[src/logic/btbc_params.svh]
// constants for the bit toggle, branch and call executor
`ifndef BTBC_PARAMS_SVH
`define BTBC_PARAMS_SVH

`define BTBC_OPC_TOGGLE 4'h7
`define BTBC_OPC_BR_OV 8'hE4
`define BTBC_OPC_BR_Z 8'hE0
`define BTBC_OPC_CALL 7'h76
`define BTBC_OPC_CALL2 4'hF
`define BTBC_FLAG_Z 2
`define BTBC_FLAG_OV 3
`define BTBC_IDX_LIMIT 8'h5F
`define BTBC_ACC_HIGH_BANK 4'hF
`define BTBC_ACC_LOW_BANK 4'h0
`define BTBC_PC_STEP 21'h000002
`define BTBC_CALL_STEP 21'h000004
`define BTBC_REG_CTRL 8'h00
`define BTBC_REG_IDX_BASE 8'h04
`define BTBC_REG_SHADOW 8'h08
`define BTBC_REG_STATE 8'h0C
`define BTBC_CTRL_RESET 1'h0
`define BTBC_IDX_RESET 12'h000

`endif

[src/logic/btbc_pkg.sv]
// types for the bit toggle, branch and call executor
package btbc_pkg;

    typedef enum logic [3:0] {
        PH_Q1 = 4'b0001,
        PH_Q2 = 4'b0010,
        PH_Q3 = 4'b0100,
        PH_Q4 = 4'b1000
    } btbc_phase_type;

    typedef enum logic [1:0] {
        CY_EXEC = 2'b01,
        CY_NOP = 2'b10
    } btbc_cycle_type;

    typedef enum logic [4:0] {
        OP_NONE = 5'b00001,
        OP_TOGGLE = 5'b00010,
        OP_BR_OV = 5'b00100,
        OP_BR_Z = 5'b01000,
        OP_CALL = 5'b10000
    } btbc_op_type;

    typedef struct packed {
        logic rd;
        logic we;
        logic [11:0] addr;
        logic [7:0] wdata;
    } btbc_dmem_type;

    typedef struct packed {
        logic valid;
        logic [20:0] data;
    } btbc_push_type;

    typedef struct packed {
        logic load;
        logic [20:0] target;
    } btbc_pc_type;

    typedef struct packed {
        btbc_phase_type phase;
        btbc_cycle_type cyc;
        btbc_op_type op;
        btbc_op_type last_op;
        logic last_taken;
        logic [15:0] ir;
        logic [20:0] pc;
        logic [7:0] rdata;
        btbc_pc_type pcw;
        btbc_push_type push;
        btbc_dmem_type dmem;
        logic [7:0] working_shadow;
        logic [7:0] flags_shadow;
        logic [3:0] bank_select_shadow;
        logic ext_en;
        logic [11:0] idx_base;
        logic wb_ack;
        logic [31:0] wb_dat;
    } btbc_state_type;

endpackage : btbc_pkg

[src/logic/btbc_exec.sv]
// executor for bit toggle, conditional branches and call
`timescale 1ns/10ps
`include "btbc_params.svh"

module btbc_exec
    import btbc_pkg::*;
(
    input wire logic clk_i,
    input wire logic rst_i,
    input wire logic [15:0] instr_i,
    input wire logic [15:0] prefetch_i,
    input wire logic [20:0] pc_i,
    input wire logic [7:0] status_i,
    input wire logic [7:0] w_i,
    input wire logic [3:0] bank_select_reg_i,
    input wire logic [7:0] dmem_rdata_i,
    output btbc_dmem_type dmem_o,
    output btbc_pc_type pc_o,
    output btbc_push_type stack_top_o,
    output logic nop_o,
    output btbc_phase_type phase_o,
    output logic [7:0] working_shadow_o,
    output logic [7:0] flags_shadow_o,
    output logic [3:0] bank_select_shadow_o,
    input wire logic wb_cyc_i,
    input wire logic wb_stb_i,
    input wire logic wb_we_i,
    input wire logic [7:0] wb_adr_i,
    input wire logic [3:0] wb_sel_i,
    input wire logic [31:0] wb_dat_i,
    output logic [31:0] wb_dat_o,
    output logic wb_ack_o
);

    // ==========================================
    // helper functions
    function automatic btbc_op_type decode_op(input logic [15:0] word);
        btbc_op_type op;
        op = OP_NONE;
        if (word[15:12] == `BTBC_OPC_TOGGLE) begin
            op = OP_TOGGLE;
        end else if (word[15:8] == `BTBC_OPC_BR_OV) begin
            op = OP_BR_OV;
        end else if (word[15:8] == `BTBC_OPC_BR_Z) begin
            op = OP_BR_Z;
        end else if (word[15:9] == `BTBC_OPC_CALL) begin
            op = OP_CALL;
        end
        return op;
    endfunction : decode_op

    function automatic logic [11:0] resolve_addr(
        input logic [7:0] f,
        input logic a,
        input logic [3:0] bank,
        input logic ext,
        input logic [11:0] base
    );
        logic [11:0] addr;
        addr = {`BTBC_ACC_LOW_BANK, f};
        if (a) begin
            addr = {bank, f};
        end else if (ext && (f <= `BTBC_IDX_LIMIT)) begin
            addr = base + {4'h0, f};
        end else if (f > `BTBC_IDX_LIMIT) begin
            addr = {`BTBC_ACC_HIGH_BANK, f};
        end
        return addr;
    endfunction : resolve_addr

    function automatic logic [20:0] branch_target(
        input logic [20:0] pc,
        input logic [7:0] n
    );
        logic [20:0] disp;
        disp = {{12{n[7]}}, n, 1'b0};
        return pc + `BTBC_PC_STEP + disp;
    endfunction : branch_target

    function automatic logic [7:0] merge_lane(
        input logic [7:0] old,
        input logic [7:0] new_val,
        input logic en
    );
        return en ? new_val : old;
    endfunction : merge_lane

    // ==========================================
    // state
    btbc_state_type q;
    btbc_state_type d;
    logic wb_req;
    logic wb_take;
    logic taken;
    logic [7:0] bit_mask;

    assign wb_req = wb_cyc_i && wb_stb_i;
    assign wb_take = wb_req && q.wb_ack;

    // ==========================================
    // next state
    always_comb begin
        d = q;
        d.dmem.rd = 1'b0;
        d.dmem.we = 1'b0;
        d.pcw.load = 1'b0;
        d.push.valid = 1'b0;
        taken = 1'b0;
        bit_mask = 8'h01 << q.ir[11:9];

        case (q.phase)
            PH_Q1: begin
                d.phase = PH_Q2;
            end
            PH_Q2: begin
                d.phase = PH_Q3;
            end
            PH_Q3: begin
                d.phase = PH_Q4;
            end
            PH_Q4: begin
                d.phase = PH_Q1;
            end
            default: begin
                d.phase = PH_Q1;
            end
        endcase

        if (q.cyc == CY_EXEC) begin
            case (q.phase)
                PH_Q1: begin
                    d.ir = instr_i;
                    d.pc = pc_i;
                    d.op = decode_op(instr_i);
                    if (decode_op(instr_i) == OP_TOGGLE) begin
                        d.dmem.rd = 1'b1;
                        d.dmem.addr = resolve_addr(instr_i[7:0], instr_i[8],
                            bank_select_reg_i, q.ext_en, q.idx_base);
                    end
                end
                PH_Q2: begin
                    if (q.op == OP_TOGGLE) begin
                        d.rdata = dmem_rdata_i;
                    end
                    if (q.op == OP_CALL) begin
                        d.push.valid = 1'b1;
                        d.push.data = q.pc + `BTBC_CALL_STEP;
                        if (q.ir[8]) begin
                            d.working_shadow = w_i;
                            d.flags_shadow = status_i;
                            d.bank_select_shadow = bank_select_reg_i;
                        end
                    end
                end
                PH_Q3: begin
                    case (q.op)
                        OP_TOGGLE: begin
                            d.dmem.we = 1'b1;
                            d.dmem.wdata = q.rdata ^ bit_mask;
                        end
                        OP_BR_OV: begin
                            taken = status_i[`BTBC_FLAG_OV];
                        end
                        OP_BR_Z: begin
                            taken = status_i[`BTBC_FLAG_Z];
                        end
                        OP_CALL: begin
                            d.pcw.load = 1'b1;
                            d.pcw.target = {prefetch_i[11:0], q.ir[7:0], 1'b0};
                        end
                        default: begin
                            taken = 1'b0;
                        end
                    endcase
                    if (taken) begin
                        d.pcw.load = 1'b1;
                        d.pcw.target = branch_target(q.pc, q.ir[7:0]);
                    end
                end
                PH_Q4: begin
                    d.last_op = q.op;
                    d.last_taken = q.pcw.load;
                    if (q.pcw.load) begin
                        d.cyc = CY_NOP;
                    end
                    d.op = OP_NONE;
                end
                default: begin
                    d.op = OP_NONE;
                end
            endcase
        end else if (q.phase == PH_Q4) begin
            d.cyc = CY_EXEC;
        end

        // ==========================================
        // register bus
        d.wb_ack = wb_req && !q.wb_ack;
        if (wb_req && !q.wb_ack) begin
            case (wb_adr_i)
                `BTBC_REG_CTRL: begin
                    d.wb_dat = {31'h00000000, q.ext_en};
                end
                `BTBC_REG_IDX_BASE: begin
                    d.wb_dat = {20'h00000, q.idx_base};
                end
                `BTBC_REG_SHADOW: begin
                    d.wb_dat = {4'h0, q.bank_select_shadow, 4'h0, 4'h0,
                        q.flags_shadow, q.working_shadow};
                end
                `BTBC_REG_STATE: begin
                    d.wb_dat = {15'h0000, q.last_taken, q.last_op,
                        q.cyc, q.op, q.phase};
                end
                default: begin
                    d.wb_dat = 32'h00000000;
                end
            endcase
        end
        if (wb_take && wb_we_i) begin
            case (wb_adr_i)
                `BTBC_REG_CTRL: begin
                    if (wb_sel_i[0]) begin
                        d.ext_en = wb_dat_i[0];
                    end
                end
                `BTBC_REG_IDX_BASE: begin
                    d.idx_base[7:0] = merge_lane(q.idx_base[7:0], wb_dat_i[7:0], wb_sel_i[0]);
                    if (wb_sel_i[1]) begin
                        d.idx_base[11:8] = wb_dat_i[11:8];
                    end
                end
                default: begin
                    d.ext_en = d.ext_en;
                end
            endcase
        end
    end

    // ==========================================
    // registers
    always_ff @(posedge clk_i) begin
        if (rst_i) begin
            q.phase <= PH_Q1;
            q.cyc <= CY_EXEC;
            q.op <= OP_NONE;
            q.last_op <= OP_NONE;
            q.last_taken <= 1'b0;
            q.ir <= 16'h0000;
            q.pc <= 21'h000000;
            q.rdata <= 8'h00;
            q.pcw <= '0;
            q.push <= '0;
            q.dmem <= '0;
            q.working_shadow <= 8'h00;
            q.flags_shadow <= 8'h00;
            q.bank_select_shadow <= 4'h0;
            q.ext_en <= `BTBC_CTRL_RESET;
            q.idx_base <= `BTBC_IDX_RESET;
            q.wb_ack <= 1'b0;
            q.wb_dat <= 32'h00000000;
        end else begin
            q <= d;
        end
    end

    // ==========================================
    // outputs
    assign dmem_o = q.dmem;
    assign pc_o = q.pcw;
    assign stack_top_o = q.push;
    assign nop_o = (q.cyc == CY_NOP);
    assign phase_o = q.phase;
    assign working_shadow_o = q.working_shadow;
    assign flags_shadow_o = q.flags_shadow;
    assign bank_select_shadow_o = q.bank_select_shadow;
    assign wb_dat_o = q.wb_dat;
    assign wb_ack_o = q.wb_ack;

endmodule : btbc_exec

[config.mk]
export PLATFORM = sky130hd
export DESIGN_NAME = btbc_exec
export DESIGN_NICKNAME = d
export VERILOG_FILES = /design/src/logic/btbc_pkg.sv /design/src/logic/btbc_exec.sv
export VERILOG_INCLUDE_DIRS = /design/src /design/src/logic
export SDC_FILE = /design/constraint.sdc
export NUM_CORES = 1
export LEC_CHECK = 0
export ABC_AREA = 0
export BUFFER_PORTS_ARGS = -buffer_cell sky130_fd_sc_hd__buf_2
export CORE_ASPECT_RATIO = 0.75
export CORE_MARGIN = 5
export CORE_UTILIZATION = 45
export DETAILED_ROUTE_END_ITERATION = 6
export PLACE_DENSITY = 0.82
export SYNTH_ARGS = -nofsm -noshare
export SYNTH_HDL_FRONTEND = slang
export SYNTH_SLANG_ARGS = --single-unit
[constraint.sdc]
create_clock -name clk_i -period 4.2 [get_ports clk_i]
set_input_delay 0.42 -clock clk_i [delete_from_list [all_inputs] [get_ports clk_i]]
set_output_delay 0.42 -clock clk_i [all_outputs]
set_load 0.05 [all_outputs]
# Yosys cells after proc, flatten, opt, wreduce, memory -nomap -nowiden
# Cells that the tools add are included.
# op_classes
n_addsub	4
magnitude_cmp	2
eq_ne	19
n_shift	1
n_mux	24
bitwise	6
n_reduce_logical	25
# ops
operator	count
$pmux W28 S4	1
$mux W22	3
$mux W12	3
$mux W5	6
$reduce_and A3 Y1	8
$add A21 B2 Y21 const B	1
$add A21 B21 Y21	1
$add A21 B3 Y21 const B	1
$eq A8 B4 Y1 const B	2
$eq A8 B8 Y1 const B	2
$add A12 B8 Y12	1
$pmux W4 S3	1
$eq A5 B2 Y1 const B	2
$pmux W5 S2	1
$reduce_or A3 Y1	3
$eq A4 B3 Y1 const B	2
$eq A8 B3 Y1 const B	1
$gt A8 B7 Y1 const B	1
$le A8 B7 Y1 const B	1
$logic_not A8 Y1	1
$mux W2	4
$reduce_and A2 Y1	4
$shl A1 B3 Y8 const A	1
$xor A8 B8 Y8	1
other kinds (18)	29
# totals
ff_bits	190
in_bits	130
out_inout_bits	124
word_cells	105

# Depth between registers and ports, before layout
# logic_depth
word_depth	9
ltp_mapped	13
mapped_depth_nobuf	13

# Worst setup path after synthesis
# OpenSTA, ideal clock, no wires.
# synth_path
kind	reg-to-reg
startpoint	register q[142] in the netlist's numbering
endpoint	register q (netlist bit pc_o[18])
setup_ns	0.095
arrival_ns	2.456
required_time_ns	4.105
slack_ns	1.648
path_stages_with_launch	12
path_buffers	0
period_less_slack_ns	2.552
cell_sequence	dfxtp_1 ha_1 ha_1 inv_1 fa_1 nor2b_1 o211ai_1 a21o_1 a21o_1 a22o_1 or4_1 o311ai_1
# synth_between
elab_chain_cells	3
# synth_rtl
item	line_no	text
start: declaration	btbc_exec.sv:90	btbc_state_type q;
$add A21 B2 Y21 (no source line)	n/a	
$add A21 B21 Y21	btbc_exec.sv:77	return pc + `BTBC_PC_STEP + disp;
$mux W22	btbc_exec.sv:175	if (taken) begin
# No other way between the ends.
# A chain may end at the register's enable or synchronous reset.

# Final worst setup path
# layout_path
startpoint	register q[142] in the netlist's numbering
endpoint	register q (netlist bit pc_o[20])
# Same word-level chain as after synthesis.

==> reports/metrics.csv <==
stage,metric,value,unit
finish,fraction of layout cells with a size suffix above 1,22.2,%
synth,Yosys top cell by area,dfxtp_1,
global_routing,largest net degree at the start of global routing,118,
floorplan,Initial Utilization,45.3,%
sta,fin crit period,2.98,ns
finish,register area,3580,sq um
power_and_ir_drop,sequential power share,43.4,%
placement,IO buf count,216,
placement,Placed Area,10300,sq um
sta,setup TNS,0,ns
clock_tree,clock sinks,179,
drt,post-route ant nets,0,
clock_tree,clock latency on the worst-skew pair,0.45,ns
floorplan,Ports,254,
clock_tree,CTS Root Cell,clkbuf_16,
clock_tree,setup repair bufs after CTS,0,
synth,post-synth top area share,36.2,%
synth,Netlist cell types,72,
sta,Setup-failing EPs final,0,
synth,cell with the most instances after synthesis,dfxtp_1,
floorplan,Die Wd,181,microns
critical_path,CP max stage cell,dfxtp_1,
synth,"flops & latches, synth",179,
critical_path,cell family contributing the most delay on the critical path,compound AO/OA/AOI/OAI gates,
placement,pre-CTS setup slack,1.26,ns
job,Max Cap Violations,0,
power_and_ir_drop,Pint,2880,uW
synth,"EDFF count, synth",0,
synth,Avg Inst Size Synth,8.28,sq um
synth,synth cell count leaders,"dfxtp_1, nand2_1, nor2_1",
sta,RSZ-0062 raised after global routing,false,
critical_path,crit-path max FO,6,
synth,Synth Flop Type,dfxtp_1,
clock_tree,CTS tree,built,
drt,WL final,28.1,mm
power_and_ir_drop,switching share of power,34.0,%
drt,via/cell ratio,5.48,
global_routing,All-Layer GR Usage,21.7,%
clock_tree,clock buffer depth,2,
finish,n_diodes,0,
synth,Synth area leaders,"dfxtp_1, buf_4, ha_1",
critical_path,Critical Path RT,4.54,ns
power_and_ir_drop,LEAKAGE,0.00471,uW
drt,Via Count,8607,
drt,# DRC,0,
power_and_ir_drop,clock network power share,38.4,%
sta,skew final,0.0126,ns
floorplan,chip height,139,microns
synth,Mapped Area,9910,sq um
clock_tree,PostCTS Resize Cnt,0,
sta,fmax,0.335,GHz
critical_path,CP Capture Type,flop,
finish,fin nets,1442,
floorplan,Core Box Area,21900,sq um
clock_tree,H-tree Lvls,4,
clock_tree,"CTS clk-pin slew, worst paths",0.08,ns
synth,Yosys Warn Count,0,
finish,Finished Cell Area,10900,sq um
global_routing,first-pass GRT wire length,44.2,mm
placement,post-DP HPWL,20.8,mm
floorplan,full die area,25100,sq um
finish,area grow syn2layout,10.1,%
sta,Final Cycle Share,71.0,%
sta,WHS,0.208,ns
placement,gpl congestion,0.910,
clock_tree,CTS buffer count,17,
sta,worst slew pin tran,1.12,ns
synth,async set or reset register ratio after synthesis,0,%
sta,Rel. slew slack,25.0,%
power_and_ir_drop,PwrDens,399,nW/um^2
sta,count of pins over their slew limit,0,
critical_path,CP max stage delay,0.39,ns
critical_path,CP Buf/Inv Count,1,
critical_path,most frequent cell on the critical path,ha_1,
critical_path,cell chain of the critical path,ha_1 > ha_1 > inv_1 > fa_1 > nor2b_1 > o211ai_1 > a21oi_1 > o21ai_0 > a31oi_1 > nor4b_1 > a211o_1,
status,status,completed,
power_and_ir_drop,Max VDD drop,0.000252,V
global_routing,initial antenna violation count,2,
power_and_ir_drop,sw power,1480,uW
critical_path,Critical Path Start Type,flop,
synth,Cells after Synth,1197,
sta,setup ws final,1.22,ns
clock_tree,hold_buf cts,0,
synth,sequential cell area fraction in the yosys report,36.2,%
power_and_ir_drop,Gate power share,18.2,%
global_routing,GRT Residual Overflow,0,
drt,Routed WL per cell,17.9,microns
critical_path,worst path arrival time,3.32,ns
critical_path,Setup Crit Path Kind,reg -> reg,
floorplan,Rows,47,
sta,Hold Fails Final Rpt,0,
finish,filler instances,2086,
drt,initial DRC count,694,
hold_path,Worst Hold Class,in -> reg,
drt,TritonRoute pass-1 iters,5,
finish,Multi-input gate area,5080,sq um
global_routing,number of global-route vias before repair,8170,
==> routing by layer <==
layer	vias up	share of wire [%]	global-route usage, %
li1	4179	-	-
met3	41	7.8	6.12
met1	4039	47	31.2
met2	344	43	32.1
met4	4	1.7	5.29
met5	-	0.068	0
==> path summary, 6_finish.rpt <==
kind,start,endpoint,slack [ns],cells after the start
min reg2reg,q[180]$_SDFFE_PP0P_,q[180]$_SDFFE_PP0P_,0.47,2
max reg2reg,q[142]$_SDFFE_PP0P_,pc_o[20]$_SDFFE_PP0P_,1.22,11
min,dmem_rdata_i[4],q[136]$_SDFFE_PP0P_,0.21,3
max,q[142]$_SDFFE_PP0P_,pc_o[20]$_SDFFE_PP0P_,1.22,11
==> cell type report <==
| class | instances | area share [%] |
|---|---|---|
| clock buffer | 17 | 3.90 |
| clock inverter | 15 | 1.92 |
| inverter | 19 | 0.654 |
| multi-input combinational | 822 | 46.6 |
| sequential | 179 | 32.9 |
| tap | 294 | 3.37 |
| timing repair buffer | 225 | 10.7 |
==> power by group through the flow <==
stage	registers [uW]	logic [uW]	clock network, uW
after floorplan	1860	611	0
after global placement	1920	763	0
after detailed placement	1930	779	0
after CTS	1890	787	1700
after global routing	1900	886	1780
final	1890	793	1670
==> state kept, by name (all words and copies together) (netlist names) <==
register	count
bank_select_shadow_o	4
flags_shadow_o	8
dmem_o	22
working_shadow_o	8
pc_o	22
stack_top_o	22
q	67
phase_o	4
wb_ack_o	1
wb_dat_o	21
==> placed cells by master, fill, tap and decap left out, types with 9 or more instances in the layout <==
cell and count:
buf_2 215, dfxtp_1 179, nand2_1 148, nor2_1 135
a21oi_1 111, nand3_1 51, ha_1 46, o21ai_0 32
mux2i_1 31, xnor2_1 25, a211oi_1 22, inv_1 19
xor2_1 19, a22oi_1 18, clkbuf_16 17, a22o_1 12
mux2_2 11, conb_1 11, nor3_1 10, buf_4 9
==> worst reg2reg max path, cell delays in order (launching register included) <==
cell      delay, ns
dfxtp_1        0.39
ha_1           0.32
ha_1           0.16
inv_1          0.06
fa_1           0.39
nor2b_1        0.19
o211ai_1       0.17
a21oi_1        0.30
o21ai_0        0.25
a31oi_1        0.28
nor4b_1        0.08
a211o_1        0.29
==> cells by family (layout without fill, tap and decap cells) <==
logic type	after synthesis	in the layout	share of synthesized area [%]
and+or+nand+nor	415	415	19.2
AOI/OAI and AO/OA	261	261	16.9
DFF	179	179	36.2
xor gates and xnor gates	44	44	3.89
buffers and inverters	206	276	12.9
muxes	43	43	4.61
adders and majority gates	48	48	6.21
other	1	11	0.0378
==> metrics by stage <==
step / power (uW) / cells / utilization [%]
after floorplan: 2470 / 1207 / -
after global placement: 2680 / 1539 / 46.9
after detailed placement: 2710 / 1539 / 46.9
after CTS: 4380 / 1571 / 49.8
after global routing: 4570 / 1571 / 49.8
final: 4350 / 1571 / 49.8
Power figures use the tool's default switching activity.
